$ cat src/rtl/cmcr_params.svh
// Constants for the compare and condition-bit logic unit
`ifndef CMCR_PARAMS_SVH
`define CMCR_PARAMS_SVH

// ----------------------------------------------------------------
// Primary opcodes, instruction word bits 31:26
// ----------------------------------------------------------------
`define CMCR_PRI_EXT        6'h1F
`define CMCR_PRI_CMP_IMM_S  6'h0B
`define CMCR_PRI_CMP_IMM_U  6'h0A
`define CMCR_PRI_COND       6'h13

// ----------------------------------------------------------------
// Extended opcodes, instruction word bits 10:1
// ----------------------------------------------------------------
`define CMCR_XO_CMP_S       10'h000
`define CMCR_XO_CMP_U       10'h020
`define CMCR_XO_CLZ         10'h01A
`define CMCR_XO_AND         10'h101
`define CMCR_XO_ANDC        10'h081
`define CMCR_XO_EQV         10'h121
`define CMCR_XO_NAND        10'h0E1

// ----------------------------------------------------------------
// Compare result codes (less, greater, same)
// ----------------------------------------------------------------
`define CMCR_CODE_LESS      3'h4
`define CMCR_CODE_GREATER   3'h2
`define CMCR_CODE_SAME      3'h1

// ----------------------------------------------------------------
// Register port offsets and reset values
// ----------------------------------------------------------------
`define CMCR_OFS_COND       4'h0
`define CMCR_OFS_CTRL       4'h4
`define CMCR_OFS_STATUS     4'h8
`define CMCR_RST_COND       32'h0000_0000
`define CMCR_RST_ENABLE     1'h1
`define CMCR_COUNT_MAX      16'hFFFF

`endif

$ cat src/rtl/cmcr_pkg.sv
// Types shared by the compare and condition-bit logic unit
package cmcr_pkg;

    // Decoded operation
    typedef enum logic [3:0] {
        OP_NONE, OP_CMP_REG_S, OP_CMP_IMM_S, OP_CMP_REG_U, OP_CMP_IMM_U,
        OP_CLZ, OP_BIT_AND, OP_BIT_ANDC, OP_BIT_EQV, OP_BIT_NAND, OP_INVALID
    } cmcr_op_e;

    // Instruction issue with its operand values
    typedef struct packed {
        logic        valid;
        logic [31:0] word;
        logic [31:0] source_reg_a;
        logic [31:0] second_source_reg;
    } cmcr_issue_s;

    // Register port request
    typedef struct packed {
        logic        wr;
        logic        rd;
        logic [3:0]  addr;
        logic [31:0] wdata;
    } cmcr_bus_s;

    // General register write-back
    typedef struct packed {
        logic        wr;
        logic [4:0]  idx;
        logic [31:0] data;
    } cmcr_gpr_s;

    // Whole state of the unit
    typedef struct packed {
        logic [31:0] condition_bits;
        logic        enable;
        logic [15:0] invalid_count;
        cmcr_gpr_s   gpr;
        logic        illegal;
        logic [31:0] rd_data;
    } cmcr_state_s;

endpackage : cmcr_pkg

$ cat src/rtl/cmcr_unit.sv
// Compare, leading-zero count and condition-bit logic datapath slice
//
// Notes on behaviour
// - Decode four compare encodings to compare path
// - Register compare treats operands as signed
// - Signed immediate is sign-extended, signed compare
// - Logical register compare treats operands unsigned
// - Unsigned immediate is zero-extended, unsigned compare
// - Code 100/010/001 written to target field
// - Field fourth bit copies summary overflow
// - Width bit set means invalid form
// - Count leading zeros from the most significant bit
// - Count ranges 0 to 32, zero word gives 32
// - Record bit updates first field, less cleared
// - Bit AND of two condition bits
// - Bit AND with complement of second
// - Bit equivalence, inverted exclusive OR
// - Bit NAND of two condition bits
// - Bit logic alters only destination bit
//
// The placing of the registers and the address-and-strobe port are this design's own decisions.
`timescale 1ns/1ps
`include "cmcr_params.svh"

module cmcr_unit
    import cmcr_pkg::*;
(
    // Clock and reset
    input  wire logic        i_mclk,
    input  wire logic        i_rstn,
    // Instruction issue and summary overflow from the exception register
    input  wire cmcr_issue_s i_issue,
    input  wire logic        i_summary_overflow,
    // Register port
    input  wire cmcr_bus_s   i_bus,
    output cmcr_gpr_s        o_gpr,
    output logic [31:0]      o_condition_bits,
    output logic             o_illegal,
    output logic [31:0]      o_rd_data
);

    // ----------------------------------------------------------------
    // Helper functions
    // ----------------------------------------------------------------

    // Three-bit compare code, signed or unsigned
    function automatic logic [2:0] cmp_code(input logic [31:0] a, input logic [31:0] b,
                                            input logic sgn);
        logic lt;
        lt = sgn ? ($signed(a) < $signed(b)) : (a < b);
        if (lt) begin
            return `CMCR_CODE_LESS;
        end else if (a == b) begin
            return `CMCR_CODE_SAME;
        end
        return `CMCR_CODE_GREATER;
    endfunction : cmp_code

    // Leading zeros counted from the most significant bit
    function automatic logic [5:0] count_zeros(input logic [31:0] w);
        logic [5:0] n;
        logic       hit;
        n   = 6'h00;
        hit = 1'b0;
        for (int i = 31; i >= 0; i--) begin
            if (!hit) begin
                if (w[i]) begin
                    hit = 1'b1;
                end else begin
                    n = n + 6'h01;
                end
            end
        end
        return n;
    endfunction : count_zeros

    // Four-bit field f, field 0 in the top nibble
    function automatic logic [3:0] field_get(input logic [31:0] c, input logic [2:0] f);
        logic [4:0] lsb;
        lsb = {3'h7 - f, 2'b00};
        return c[lsb +: 4];
    endfunction : field_get

    function automatic logic [31:0] field_put(input logic [31:0] c, input logic [2:0] f,
                                              input logic [3:0] v);
        logic [31:0] r;
        logic [4:0]  lsb;
        r   = c;
        lsb = {3'h7 - f, 2'b00};
        r[lsb +: 4] = v;
        return r;
    endfunction : field_put

    // Single condition bit, index 0 is the most significant bit
    function automatic logic bit_get(input logic [31:0] c, input logic [4:0] idx);
        return c[5'h1F - idx];
    endfunction : bit_get

    // ----------------------------------------------------------------
    // State and instruction fields
    // ----------------------------------------------------------------
    cmcr_state_s st;                   // Registered state
    cmcr_state_s next_st;              // Next state
    cmcr_op_e    op;                   // Decoded operation
    logic        exec_go;              // Instruction accepted this cycle
    logic [2:0]  compare_target_field; // Target field of a compare
    logic        width_bit;            // Sixty-four bit request flag
    logic        record_bit;           // Record into first field
    logic [4:0]  dest_gpr;             // Count destination register
    logic [4:0]  cond_dest_index;      // Destination condition bit
    logic [4:0]  cond_src_index_a;     // First source condition bit
    logic [4:0]  cond_src_index_b;     // Second source condition bit
    logic [31:0] signed_immediate;     // Sign-extended immediate
    logic [31:0] unsigned_immediate;   // Zero-extended immediate
    logic        src_a_bit;            // Value of first source bit
    logic        src_b_bit;            // Value of second source bit
    logic        bus_cond_wr;          // Software write to condition bits

    // ----------------------------------------------------------------
    // Instruction decode
    // ----------------------------------------------------------------

    // Field extraction and operation decode
    always_comb begin
        compare_target_field = i_issue.word[25:23];
        width_bit            = i_issue.word[21];
        record_bit           = i_issue.word[0];
        dest_gpr             = i_issue.word[20:16];
        cond_dest_index      = i_issue.word[25:21];
        cond_src_index_a     = i_issue.word[20:16];
        cond_src_index_b     = i_issue.word[15:11];
        signed_immediate     = {{16{i_issue.word[15]}}, i_issue.word[15:0]};
        unsigned_immediate   = {16'h0000, i_issue.word[15:0]};
        src_a_bit            = bit_get(st.condition_bits, cond_src_index_a);
        src_b_bit            = bit_get(st.condition_bits, cond_src_index_b);
        exec_go              = i_issue.valid && st.enable;
        bus_cond_wr          = i_bus.wr && (i_bus.addr == `CMCR_OFS_COND);
        op                   = OP_NONE;
        // Compare encodings, width bit set is refused
        unique case (i_issue.word[31:26])
            `CMCR_PRI_CMP_IMM_S: begin
                op = width_bit ? OP_INVALID : OP_CMP_IMM_S;
            end
            `CMCR_PRI_CMP_IMM_U: begin
                op = width_bit ? OP_INVALID : OP_CMP_IMM_U;
            end
            `CMCR_PRI_EXT: begin
                if (i_issue.word[10:1] == `CMCR_XO_CMP_S) begin
                    op = width_bit ? OP_INVALID : OP_CMP_REG_S;
                end else if (i_issue.word[10:1] == `CMCR_XO_CMP_U) begin
                    op = width_bit ? OP_INVALID : OP_CMP_REG_U;
                end else if (i_issue.word[10:1] == `CMCR_XO_CLZ) begin
                    op = OP_CLZ;
                end
            end
            `CMCR_PRI_COND: begin
                if (i_issue.word[10:1] == `CMCR_XO_AND) begin
                    op = OP_BIT_AND;
                end else if (i_issue.word[10:1] == `CMCR_XO_ANDC) begin
                    op = OP_BIT_ANDC;
                end else if (i_issue.word[10:1] == `CMCR_XO_EQV) begin
                    op = OP_BIT_EQV;
                end else if (i_issue.word[10:1] == `CMCR_XO_NAND) begin
                    op = OP_BIT_NAND;
                end
            end
            // Other opcodes belong to other units
            default: begin
                op = OP_NONE;
            end
        endcase
    end

    // ----------------------------------------------------------------
    // Next state
    // ----------------------------------------------------------------

    // Register port first, then the instruction on top of it
    always_comb begin
        logic [2:0]  code;
        logic [5:0]  zeros;
        logic        bit_val;
        logic [31:0] cond_tmp;
        code     = 3'h0;
        zeros    = 6'h00;
        bit_val  = 1'b0;
        cond_tmp = 32'h0000_0000;
        next_st         = st;
        next_st.gpr.wr  = 1'b0;
        next_st.illegal = 1'b0;
        next_st.rd_data = 32'h0000_0000;
        // Software writes
        if (i_bus.wr) begin
            if (i_bus.addr == `CMCR_OFS_COND) begin
                next_st.condition_bits = i_bus.wdata;
            end else if (i_bus.addr == `CMCR_OFS_CTRL) begin
                next_st.enable = i_bus.wdata[0];
            end
        end
        // Software reads, unmapped offsets read zero
        if (i_bus.rd) begin
            if (i_bus.addr == `CMCR_OFS_COND) begin
                next_st.rd_data = st.condition_bits;
            end else if (i_bus.addr == `CMCR_OFS_CTRL) begin
                next_st.rd_data = {31'h0000_0000, st.enable};
            end else if (i_bus.addr == `CMCR_OFS_STATUS) begin
                next_st.rd_data = {16'h0000, st.invalid_count};
            end
        end
        // Instruction execution; sources come from the registered bits
        if (exec_go) begin
            unique case (op)
                OP_CMP_REG_S, OP_CMP_IMM_S, OP_CMP_REG_U, OP_CMP_IMM_U: begin
                    if (op == OP_CMP_REG_S) begin
                        code = cmp_code(i_issue.source_reg_a, i_issue.second_source_reg,
                                        1'b1);
                    end else if (op == OP_CMP_IMM_S) begin
                        code = cmp_code(i_issue.source_reg_a, signed_immediate, 1'b1);
                    end else if (op == OP_CMP_REG_U) begin
                        code = cmp_code(i_issue.source_reg_a, i_issue.second_source_reg,
                                        1'b0);
                    end else begin
                        code = cmp_code(i_issue.source_reg_a, unsigned_immediate, 1'b0);
                    end
                    // Code and summary overflow into the target field
                    next_st.condition_bits = field_put(next_st.condition_bits,
                        compare_target_field, {code, i_summary_overflow});
                end
                OP_CLZ: begin
                    zeros            = count_zeros(i_issue.source_reg_a);
                    next_st.gpr.wr   = 1'b1;
                    next_st.gpr.idx  = dest_gpr;
                    next_st.gpr.data = {26'h000_0000, zeros};
                    // Record form: less clear, greater if nonzero, same if zero
                    if (record_bit) begin
                        next_st.condition_bits = field_put(next_st.condition_bits, 3'h0,
                            {1'b0, zeros != 6'h00, zeros == 6'h00,
                             i_summary_overflow});
                    end
                end
                OP_BIT_AND, OP_BIT_ANDC, OP_BIT_EQV, OP_BIT_NAND: begin
                    if (op == OP_BIT_AND) begin
                        bit_val = src_a_bit & src_b_bit;
                    end else if (op == OP_BIT_ANDC) begin
                        bit_val = src_a_bit & ~src_b_bit;
                    end else if (op == OP_BIT_EQV) begin
                        bit_val = ~(src_a_bit ^ src_b_bit);
                    end else begin
                        bit_val = ~(src_a_bit & src_b_bit);
                    end
                    // Only the destination bit changes; sources were read first
                    cond_tmp = next_st.condition_bits;
                    cond_tmp[5'h1F - cond_dest_index] = bit_val;
                    next_st.condition_bits = cond_tmp;
                end
                OP_INVALID: begin
                    next_st.illegal = 1'b1;
                    if (st.invalid_count != `CMCR_COUNT_MAX) begin
                        next_st.invalid_count = st.invalid_count + 16'h0001;
                    end
                end
                OP_NONE: begin
                    next_st.illegal = 1'b0;
                end
            endcase
        end
    end

    // ----------------------------------------------------------------
    // State register
    // ----------------------------------------------------------------

    // Whole state in one flop bank
    always_ff @(posedge i_mclk or negedge i_rstn) begin
        if (!i_rstn) begin
            st                <= '0;
            st.condition_bits <= `CMCR_RST_COND;
            st.enable         <= `CMCR_RST_ENABLE;
        end else begin
            st <= next_st;
        end
    end

    // Outputs straight from flops
    assign o_gpr            = st.gpr;
    assign o_condition_bits = st.condition_bits;
    assign o_illegal        = st.illegal;
    assign o_rd_data        = st.rd_data;
endmodule : cmcr_unit

$ cat config.mk
export PLATFORM = sky130hd
export DESIGN_NAME = cmcr_unit
export DESIGN_NICKNAME = d
export VERILOG_FILES = /design/src/rtl/cmcr_pkg.sv /design/src/rtl/cmcr_unit.sv
export VERILOG_INCLUDE_DIRS = /design/src /design/src/rtl
export SDC_FILE = /design/constraint.sdc
export NUM_CORES = 1
export LEC_CHECK = 0
export BUFFER_PORTS_ARGS = -buffer_cell sky130_fd_sc_hd__buf_2
export CAP_MARGIN = 20
export CORE_ASPECT_RATIO = 1.1
export CORE_MARGIN = 3
export CORE_UTILIZATION = 52
export CTS_CLUSTER_SIZE = 28
export DETAILED_ROUTE_END_ITERATION = 7
export GPL_ROUTABILITY_DRIVEN = 0
export GPL_TIMING_DRIVEN = 0
export HOLD_SLACK_MARGIN = 0.08
export PLACE_DENSITY = 0.79
export RECOVER_POWER = 25
export SYNTH_ARGS = -nofsm -noshare
export SYNTH_HDL_FRONTEND = slang
export SYNTH_SLANG_ARGS = --single-unit
$ cat constraint.sdc
create_clock -name i_mclk -period 3.4 [get_ports i_mclk]
set_clock_uncertainty 0.05 [all_clocks]
set_input_delay 0.68 -clock i_mclk [delete_from_list [all_inputs] [get_ports i_mclk]]
set_output_delay 0.68 -clock i_mclk [all_outputs]
set_load 0.005 [all_outputs]
==> results of run 1 <==
-- layout by cell type, fill, tap and decap left out, types with 18 or more instances in the layout --
cell,netlist,layout
a21o_1,23,23
a21oi_1,77,59
a22oi_1,26,24
a32oi_1,25,25
and3_1,35,34
buf_2,2,201
buf_4,103,190
clkbuf_1,40,27
conb_1,1,26
dfrtp_1,93,92
ha_1,99,79
ha_4,0,19
inv_1,83,73
mux2i_1,69,65
mux4_2,20,20
nand2_1,162,150
nand2b_1,24,23
nand3_1,59,54
nand4_1,27,27
nor2_1,112,93
nor2b_1,45,38
nor3_1,58,43
o21ai_0,64,43
o21ai_1,4,18
o22ai_1,34,34
xnor2_1,53,51
-- worst paths after layout --
kind                                       from              endpoint  slack, ns  cells after the start
setup / recovery                    i_issue[63]  o_condition_bits[29]     -16.48                    117
hold / removal                        o_gpr[36]             o_gpr[36]       0.42                      2
setup reg to reg           o_condition_bits[13]  o_condition_bits[27]       0.03                     10
hold reg to reg                       o_gpr[36]             o_gpr[36]       0.42                      2
max in group asynchronous                i_rstn              o_gpr[5]       0.94                      2
min in group asynchronous                i_rstn                st[86]       0.53                      1
-- repair_timing --
action,CTS,global route
buffers inserted,66,35
endpoints found under the setup margin,38,42
resized for setup,107,69
pin swaps,100,64
-- cell families after synthesis --
family / after synthesis
mux: 101
other cells: 1
compound gates: 338
fa+ha+maj: 101
buf+inv: 236
simple gates: 598
xor+xnor: 79
flops: 94
-- through the flow --
step | hold WS, ns | util [%] | cell area [um^2] | total power [mW]
after floorplan | 0.3344 | - | 12790 | 2.734
after detailed placement | 0.4104 | 61.87 | 14230 | 3.434
final | 0.4249 | 69.97 | 16100 | 4.761
after global placement | 0.4050 | 61.74 | 14200 | 3.365
after CTS | 0.3272 | 67.61 | 15550 | 4.576
after global routing | 0.4477 | 69.97 | 16100 | 4.999
-- sequential cells by signal (all words and copies together) (netlist names) --
register          cells
o_gpr                12
st                   17
o_rd_data            32
o_condition_bits     32
o_illegal             1
-- metal layers --
layer / track usage, % / share of wire, % / vias to the layer above
li1: - / - / 6193
met4: 15.09 / 5.6 / 2
met2: 54.06 / 49 / 811
met1: 37.21 / 37 / 6278
met3: 4.522 / 8.9 / 182
met5: 0 / 0.031 / -
-- synthesized netlist by cell type (7+ instances only) --
library cell  count  area share [%]
a31oi_1           9            0.46
nor2_1          112             3.4
nor3_1           58             2.4
o22ai_1          34             1.7
xnor2_1          53             3.8
xor2_1           17             1.2
nand4_1          27             1.4
a21boi_0          7            0.43
nor2b_1          45             2.3
mux4_2           20             3.7
nand2b_1         24             1.2
clkbuf_1         40             1.2
nand3_1          59             2.4
nand2_1         162             5.0
o21a_1           19             1.2
a32oi_1          25             1.8
nor4_1           12            0.61
a211oi_1          7            0.43
mux2_2           11             1.0
mux2i_1          69             5.6
ha_1             99              10
o21ai_0          64             2.6
and2_1           17            0.87
a22oi_1          26             1.6
dfrtp_1          93              19
and3_1           35             1.8
inv_1            83             2.5
buf_4           103             6.3
a21o_1           23             1.4
a21oi_1          77             3.2
buf_1             7            0.21
o31ai_1           9            0.55
-- power by group through the flow --
stage               Combinational (mW)  Sequential [mW]  Clock, mW
finish                            2.18             1.57       1.01
global route                      2.38             1.57       1.06
CTS                               2.02             1.54       1.02
detailed placement                1.88             1.56          0
global placement                  1.81             1.55          0
floorplan                         1.33             1.41          0
-- cell type report --
type | instances | area share [%]
Multi-Input combinational cell | 1243 | 60.45
Inverter | 83 | 2.052
Buffer | 151 | 6.529
Clock inverter | 7 | 0.4197
Antenna cell | 3 | 0.04664
Timing Repair Buffer | 310 | 12.14
Clock buffer | 9 | 1.399
Sequential cell | 94 | 14.63
Tap cell | 300 | 2.332
-- critical path: cells and delay by family --
kind            cells  cell delay (ns)
fa+ha+maj          29             7.57
compound gates     28             4.04
simple gates       35             3.81
mux                12             2.45
xor+xnor            4             0.84
buf+inv             9             0.59
==> summary.md, run 1 <==
| Metric | Value |
|---|---|
| Crit path required time | `3.59 ns` |
| Die ar. | `25390 um^2` |
| Worst Hold Class | `flip-flop to flip-flop` |
| Mux share of post-synthesis cell area | `10.46%` |
| Starting DRT DRC Count | `1094` |
| Power density cells | `295.7 nW/um^2` |
| Clk Latency, worst-skew pair | `0.35 ns` |
| Largest net degree at the start of global routing | `51` |
| Area Growth Syn to Fin | `31.67%` |
| EDFF count, synth | `0` |
| HPWL after DPL | `30.81 mm` |
| WL final | `42.37 mm` |
| Fmax achieved | `0.05030 GHz` |
| Post-Synth XOR/XNOR Area | `6.704%` |
| CTS clk-pin slew, worst paths | `0.07 ns` |
| Drt first pass iters | `7` |
| Overall Global Routing Usage | `30.91%` |
| CP peak stage delay | `0.36 ns` |
| Post-synth cell types | `84` |
| Post-Layout Cell Count | `2200` |
| Placed Cells | `2082` |
| Layout cells sized above 1 | `34.16%` |
| IO buf count | `208` |
| Int Power | `2.902 mW` |
| Yosys reg bits | `94` |
| Setup tns final | `-126.65 ns` |
| Critical Path AT | `20.07 ns` |
| Post-synth ARST share | `100.0%` |
| Switching share of power | `39.03%` |
| Synth Area in Simple Gates | `24.58%` |
| Worst-Margin Slew | `1.243 ns` |
| Static Leak | `7.689 nW` |
| Final setup fails | `30` |
| Final WS setup | `-16.48 ns` |
| Critical path class | `input pin to flip-flop` |
| Post-route ant nets | `0` |
| Max_slew headroom | `17.15%` |
| Psw | `1.858 mW` |
| Initial Util | `53.14%` |
| Yosys warns | `0` |
| Period Utilization, post-route | `584.7%` |
| DR vias | `13.47k` |
| CP max stage cell | `ha_1` |
| Die Span X | `152.2 um` |
| Grt total ovfl | `0` |
| Main combinational cell family by area after synthesis | `simple AND/OR/NAND/NOR gates` |
| Comb pwr share | `45.9%` |
| Core area | `23000 um^2` |
| Max Root-Sink Buffers | `2` |
| Chip height | `166.8 um` |
| Initial antenna violation count | `4` |
| Period minus WS final | `19.88 ns` |
| Number of fill cells | `1760` |
| Synth Area in Compound Gates | `18.19%` |
| H-tree lvl count | `3` |
| Clk sink count | `94` |
| Multi-input gate area | `9731 um^2` |
| Final count of pins violating max slew | `0` |
| FF/Latch Area | `2355 um^2` |
| Crit. End Element | `flip-flop` |
| Post-CTS Hold Buffers | `0` |
| RSZ-0062 raised after global routing | `true` |
| Drt wl/cell | `19.26 um` |
| Place WS | `-17.90 ns` |
| Vias in the first global route | `12.87k` |
| CP most frequent cell | `ha_4` |
| Status | `finished, violations left` |
| Layout net count | `2129` |
| Cells after Synth | `1548` |
| Failing checks | `setup timing` |
| Main synth FF type | `dfrtp_1` |
| CTS tree | `yes` |
| Clock root cell | `clkbuf_16` |
| DRC viols | `0` |
| Reg power frac | `32.9%` |
| Vias/cell | `6.121` |
| Final Hold Fails | `0` |
| CTS Buf Count | `9` |
| Maximum vdd drop | `0.2918 mV` |
| Critical path startpoint category | `input pin` |
| Core Rows | `58` |
| Syn_area_per_cell | `7.898 um^2` |
| Syn Std Cell Area | `12230 um^2` |
| Sequential-to-total area share from yosys stat | `19.25%` |
| Adder-cell share of the synthesized area | `10.30%` |
| Clk network pwr share | `21.2%` |
| First-pass GRT wire length | `65.24 mm` |
| CP max FO | `4` |
| Maxcap violations | `0` |
| I/O Pins | `241` |
Note: power is estimated with default switching activity, not from simulation.
==> run 2: changes to the inputs <==
--- a/config.mk
+++ b/config.mk
@@ -10,14 +10,16 @@
 export CAP_MARGIN = 20
 export CORE_ASPECT_RATIO = 1.1
 export CORE_MARGIN = 3
-export CORE_UTILIZATION = 52
+export CORE_UTILIZATION = 53
+export CTS_BUF_LIST = sky130_fd_sc_hd__clkbuf_2 sky130_fd_sc_hd__clkbuf_4 sky130_fd_sc_hd__clkbuf_8
 export CTS_CLUSTER_SIZE = 28
 export DETAILED_ROUTE_END_ITERATION = 7
 export GPL_ROUTABILITY_DRIVEN = 0
 export GPL_TIMING_DRIVEN = 0
 export HOLD_SLACK_MARGIN = 0.08
-export PLACE_DENSITY = 0.79
+export PLACE_DENSITY = 0.8
 export RECOVER_POWER = 25
+export SKIP_LAST_GASP = 1
 export SYNTH_ARGS = -nofsm -noshare
 export SYNTH_HDL_FRONTEND = slang
 export SYNTH_SLANG_ARGS = --single-unit
==> run 2 against run 1 <==
  * The flow finishes with violations (capacitance limit, slew limit, setup timing)
  * Flip-flop and latch count unchanged
  * Fmax decreased by 1.0%
  * Sequential share of layout area about the same
  * Hold slack improved by 0.012 ns
  * Sequential power about the same
  * Total power decreased by 3.1%
  * Die area decreased by 1.8%
  * Register-to-register slack about the same
  * Design area increased by 1.2%
  * Critical path depth increased by 1
==> summary.md, run 2 (synthesis gave the netlist of run 1 again) <==
| Metric | Value |
|---|---|
| R2r endpoint | `o_condition_bits[24]` |
| CP max stage cell | `ha_1` |
| Maxcap violations | `1` |
| Period minus WS final | `20.09 ns` |
| DR vias | `13.90k` |
| Overall Power | `4.614 mW` |
| Power density cells | `283.2 nW/um^2` |
| Max Root-Sink Buffers | `2` |
| Period Utilization, post-route | `590.8%` |
| WHS Path Cells | `2` |
| Layout net count | `2156` |
| WP depth | `118` |
| Final Hold Fails | `0` |
| Worst Hold Class | `input pin to flip-flop` |
| DRC viols | `0` |
| Drt wl/cell | `19.79 um` |
| Critical path startpoint category | `input pin` |
| CP peak stage delay | `0.35 ns` |
| Chip height | `165.3 um` |
| I/O Pins | `241` |
| CTS Buf Count | `9` |
| RSZ-0062 raised after global routing | `true` |
| Most common cell after layout, fill and taps aside | `buf_4` |
| Initial antenna violation count | `3` |
| Vias in the first global route | `12.74k` |
| Critical path origin | `i_issue[63]` |
| Clock root cell | `clkbuf_8` |
| FF-to-FF path depth | `10` |
| CP Capture Point | `o_condition_bits[29]` |
| Crit path required time | `3.62 ns` |
| CTS clk-pin slew, worst paths | `0.12 ns` |
| Failing checks | `capacitance limit, slew limit, setup timing` |
| Design Area, Final | `16290 um^2` |
| Post-route ant nets | `0` |
| Commonest cells after routing, fill and taps aside | `206 x buf_4, 203 x buf_2, 151 x nand2_1` |
| Final WS setup | `-16.69 ns` |
| Reg2Reg Setup Slack | `0.02 ns` |
| WL final | `43.93 mm` |
| Core Rows | `57` |
| Static Leak | `7.800 nW` |
| Dpl cell area | `14230 um^2` |
| Area Growth Syn to Fin | `33.28%` |
| Final setup fails | `30` |
| HPWL after DPL | `30.72 mm` |
| Max_slew headroom | `-4.317%` |
| Post-CTS Hold Buffers | `0` |
| Die Span X | `150.8 um` |
| Clk sink count | `94` |
| Largest net degree at the start of global routing | `65` |
| CP bufs+invs | `10` |
| Initial Util | `54.59%` |
| Starting DRT DRC Count | `1089` |
| Final count of pins violating max slew | `32` |
| H-tree lvl count | `3` |
| First-pass GRT wire length | `63.74 mm` |
| CTS tree | `yes` |
| Grt total ovfl | `0` |
| IO buf count | `208` |
| Status | `finished, violations left` |
| Core area | `22390 um^2` |
| Layout cells sized above 1 | `36.07%` |
| Drt first pass iters | `6` |
| CP max FO | `6` |
| FF/Latch Area | `2379 um^2` |
| Worst-Margin Slew | `1.565 ns` |
| Vias/cell | `6.262` |
| Critical Path AT | `20.31 ns` |
| Multi-input gate area | `9771 um^2` |
| Fmax achieved | `0.04979 GHz` |
| Number of fill cells | `1556` |
| RR Startpoint | `o_condition_bits[12]` |
| Critical path's top delay family | `adder cells` |
| Crit. End Element | `flip-flop` |
| Maximum vdd drop | `0.2758 mV` |
| Clk Latency, worst-skew pair | `0.39 ns` |
| Overall Global Routing Usage | `31.72%` |
| Critical path class | `input pin to flip-flop` |
| Die ar. | `24930 um^2` |
run 2: cell count changes in the layout (fill, tap and decap cells not counted), moves of 9 or more:
cell | previous run | this run
clkbuf_16 | 10 | 1
buf_4 | 190 | 206
buf_6 | 12 | 27
dfrtp_1 | 92 | 73
dfrtp_2 | 1 | 20
run 2: layout make-up:
type,count,share of cell area (%)
multi-input cells,1243,59.96
inverters,83,2.012
clock buffers,9,0.7602
repair buffers,337,13.53
diodes,1,0.01536
plain buffers,151,6.396
clock inverters,7,0.4607
flip-flops and latches,94,14.60
well taps,295,2.265
run 2: worst min path at each step:
stage,from,endpoint,slack (ns)
detailed placement,o_gpr[36],o_gpr[36],0.42
global route,i_bus[32],o_rd_data[0],0.45
floorplan,i_rstn,o_condition_bits[0],0.33
global placement,o_gpr[36],o_gpr[36],0.40
finish,i_bus[32],o_rd_data[0],0.44
CTS,i_rstn,o_rd_data[13],0.17
run 2: per-layer routing:
| layer | wire, um | global-route usage [%] | share of wire (%) | up-vias |
|---|---|---|---|---|
| li1 | - | - | - | 6245 |
| met3 | 3987 | 3.302 | 9.1 | 237 |
| met4 | 2738 | 17.19 | 6.2 | 4 |
| met5 | 23 | 0 | 0.052 | - |
| met2 | 21330 | 53.83 | 49 | 951 |
| met1 | 15850 | 39.59 | 36 | 6464 |
run 2: repair_timing:
item	CTS	global route
pin swaps	69	103
endpoints found under the hold margin	0	0
endpoints found under the setup margin	38	42
resized for setup	87	133
buffers inserted	80	55
run 2: worst register-to-register path, cell delays in order (launching register included):
cell,delay (ns)
dfrtp_2,0.49
mux4_2,0.49
mux4_2,0.50
mux2_4,0.29
ha_1,0.31
o31ai_1,0.24
mux2_4,0.24
buf_6,0.16
nand3_1,0.10
a32oi_1,0.25
o22ai_1,0.11
run 2: through the flow:
step	utilization (%)	hold WS [ns]	setup WS, ns	setup TNS (ns)	std cells
floorplan	-	0.3344	-15.77	-116.75	1573
global placement	63.40	0.4032	-17.28	-153.61	2076
detailed placement	63.53	0.4198	-17.86	-160.07	2077
CTS	68.87	0.1695	-15.94	-121.85	2166
global route	72.76	0.4470	-17.42	-143.69	2220
finish	72.76	0.4371	-16.69	-131.85	2220
run 2: power breakdown:
| group | switching [mW] | leakage (nW) | internal (mW) | total [mW] |
|---|---|---|---|---|
| logic | 1.11 | 6.47 | 1.17 | 2.28 |
| registers | 0.289 | 1.23 | 1.28 | 1.57 |
| clock network | 0.477 | 0.0981 | 0.290 | 0.767 |
==> run 3: changes to the inputs <==
--- a/config.mk
+++ b/config.mk
@@ -10,14 +10,14 @@
 export CAP_MARGIN = 20
 export CORE_ASPECT_RATIO = 1.1
 export CORE_MARGIN = 3
-export CORE_UTILIZATION = 53
+export CORE_UTILIZATION = 60
 export CTS_BUF_LIST = sky130_fd_sc_hd__clkbuf_2 sky130_fd_sc_hd__clkbuf_4 sky130_fd_sc_hd__clkbuf_8
 export CTS_CLUSTER_SIZE = 28
 export DETAILED_ROUTE_END_ITERATION = 7
 export GPL_ROUTABILITY_DRIVEN = 0
 export GPL_TIMING_DRIVEN = 0
 export HOLD_SLACK_MARGIN = 0.08
-export PLACE_DENSITY = 0.8
+export PLACE_DENSITY = 0.86
 export RECOVER_POWER = 25
 export SKIP_LAST_GASP = 1
 export SYNTH_ARGS = -nofsm -noshare
==> constraint.sdc (replaced) <==
create_clock -name i_mclk -period 24.2 [get_ports i_mclk]
set_clock_uncertainty 0.05 [all_clocks]
set_input_delay 4.84 -clock i_mclk [delete_from_list [all_inputs] [get_ports i_mclk]]
set_output_delay 4.84 -clock i_mclk [all_outputs]
set_load 0.005 [all_outputs]
==> run 3 against run 2 <==
  * Final cell count is 5.5% lower
  * Largest cell class unchanged
  * Global-route usage up 1.5 points
  * Critical path depth is 1 lower
  * Flip-flop and latch count unchanged
  * Count of clock-buffer cells in the layout unchanged
  * Routed wire length shrank 8.4%
  * First-iteration DRC count grew 30%
  * Design area fell by 9.4%
  * Clock power fell by 86%
  * Combinational power decreased by 88%
  * Core utilization rose by 1.3 points
  * Sequential power down 86%
  * The run ends with capacitance limit, slew limit left
==> summary.md, run 3 (synthesis gave the netlist of run 1 again) <==
| Metric | Value |
|---|---|
| Layout net count | `2075` |
| Maximum vdd drop | `0.06103 mV` |
| Chip height | `155.7 um` |
| Maxcap violations | `2` |
| Fmax achieved | `0.04140 GHz` |
| IO buf count | `208` |
| Setup tns final | `0 ns` |
| Design Area, Final | `14770 um^2` |
| Static Leak | `7.240 nW` |
| CTS tree | `yes` |
| Overall Global Routing Usage | `33.22%` |
| Period Utilization, post-route | `99.82%` |
| Most common cell after layout, fill and taps aside | `buf_2` |
| Max Root-Sink Buffers | `2` |
| Initial Util | `61.34%` |
| WHS | `0.4308 ns` |
| DRC viols | `0` |
| Clock root cell | `clkbuf_8` |
| Critical path origin | `i_issue[63]` |
| Max_slew headroom | `-119.7%` |
| Power density cells | `41.18 nW/um^2` |
| Clk sink count | `94` |
| Final Hold Fails | `0` |
| Final Util | `74.08%` |
| Drt first pass iters | `6` |
| Critical path's top delay family | `adder cells` |
| Die Span X | `142.1 um` |
| Drt wl/cell | `19.19 um` |
| Commonest cells after routing, fill and taps aside | `206 x buf_2, 158 x nand2_1, 149 x buf_4` |
| Final count of pins violating max slew | `97` |
| Dpl cell area | `13720 um^2` |
| Final WS setup | `0.04473 ns` |
| FF-to-FF path depth | `10` |
| H-tree lvl count | `3` |
| Vias in the first global route | `12.42k` |
| Status | `finished, violations left` |
| Placed Cells | `2034` |
| CP max FO | `4` |
| CP bufs+invs | `12` |
| Final setup fails | `0` |
| Core area | `19930 um^2` |
| CTS Buf Count | `9` |
| Vias/cell | `6.436` |
| Period minus WS final | `24.16 ns` |
| WP depth | `117` |
| Layout cells sized above 1 | `27.08%` |
| Number of fill cells | `1425` |
| Worst-Margin Slew | `3.296 ns` |
| Starting DRT DRC Count | `1412` |
| Crit path required time | `24.43 ns` |
| CP peak stage delay | `0.37 ns` |
| Critical path startpoint category | `input pin` |
| RSZ-0062 raised after global routing | `true` |
| CP max stage cell | `ha_1` |
| Hold wc startpoint | `o_gpr[33]` |
| Post-CTS Hold Buffers | `0` |
| Initial antenna violation count | `3` |
| Grt total ovfl | `0` |
| Critical path class | `input pin to flip-flop` |
| Place WS | `-2.525 ns` |
| CTS clk-pin slew, worst paths | `0.10 ns` |
| Core Rows | `54` |
| I/O Pins | `241` |
| Largest net degree at the start of global routing | `62` |
| CP most frequent cell | `ha_1` |
| WL final | `40.24 mm` |
| Critical Path AT | `24.38 ns` |
| Crit. End Element | `flip-flop` |
| RR Startpoint | `o_condition_bits[1]` |
| DR vias | `13.50k` |
| Overall Power | `608.0 uW` |
| Clk Latency, worst-skew pair | `0.39 ns` |
| Failing checks | `capacitance limit, slew limit` |
| Die ar. | `22130 um^2` |
| Worst Hold Class | `flip-flop to flip-flop` |
| Post-Layout Cell Count | `2097` |
| HPWL after DPL | `29.60 mm` |
| Post-route ant nets | `0` |
| WHS Path Cells | `2` |
| First-pass GRT wire length | `60.10 mm` |
| Area Growth Syn to Fin | `20.78%` |
## run 3: cell types whose count changed in the layout (fill, tap and decap cells not counted), moves of 12 or more
cell      delta
dfrtp_2     -20
a21oi_2     -14
a21oi_1     +17
clkbuf_1    +15
dfrtp_1     +20
nor3_1      +12
buf_6       -27
buf_4       -57
## run 3: per-layer routing
metal,routed length (um),global-route usage (%)
met3,4663,7.112
met5,14,0
met2,18960,54.58
met4,2704,21.12
met1,13900,39.38
## run 3: worst reg2reg max path, stage by stage, from the launching register on
cell      delay (ns)
dfrtp_1         0.49
mux4_2          0.50
mux4_2          0.50
mux2_2          0.30
ha_1            0.29
o31ai_1         0.24
mux2_2          0.25
clkbuf_1        0.41
mux2i_1         0.16
a22oi_1         0.27
o22ai_1         0.14
## run 3: timing repair
| action | CTS | global route |
|---|---|---|
| buffers inserted | 26 | 21 |
| endpoints found under the setup margin | 7 | 7 |
| resized for setup | 36 | 80 |
| pin swaps | 23 | 81 |
## run 3: final timing paths
check                                        to  slack [ns]
min reg2reg                           o_gpr[33]        0.43
max                        o_condition_bits[29]        0.04
min in group asynchronous          o_rd_data[7]        4.85
max reg2reg                 o_condition_bits[1]       20.44
max in group asynchronous             o_gpr[37]       15.38
min                                   o_gpr[33]        0.43
## run 3: cell type report
type                            count  area (um^2)  area share (%)
Antenna cell                        2        5.005         0.03390
Buffer                            152        959.7           6.499
Clock buffer                        9        123.9          0.8389
Clock inverter                      7        80.08          0.5423
Inverter                           83        314.1           2.127
Multi-Input combinational cell   1243         9196           62.28
Sequential cell                    94         2354           15.94
Tap cell                          252        315.3           2.135
Timing Repair Buffer              255         1418           9.601
## run 3: power breakdown
part | internal (mW) | switching, mW
logic | 0.142 | 0.137
registers | 0.178 | 0.0430
clock network | 0.0409 | 0.0668
total | 0.361 | 0.247
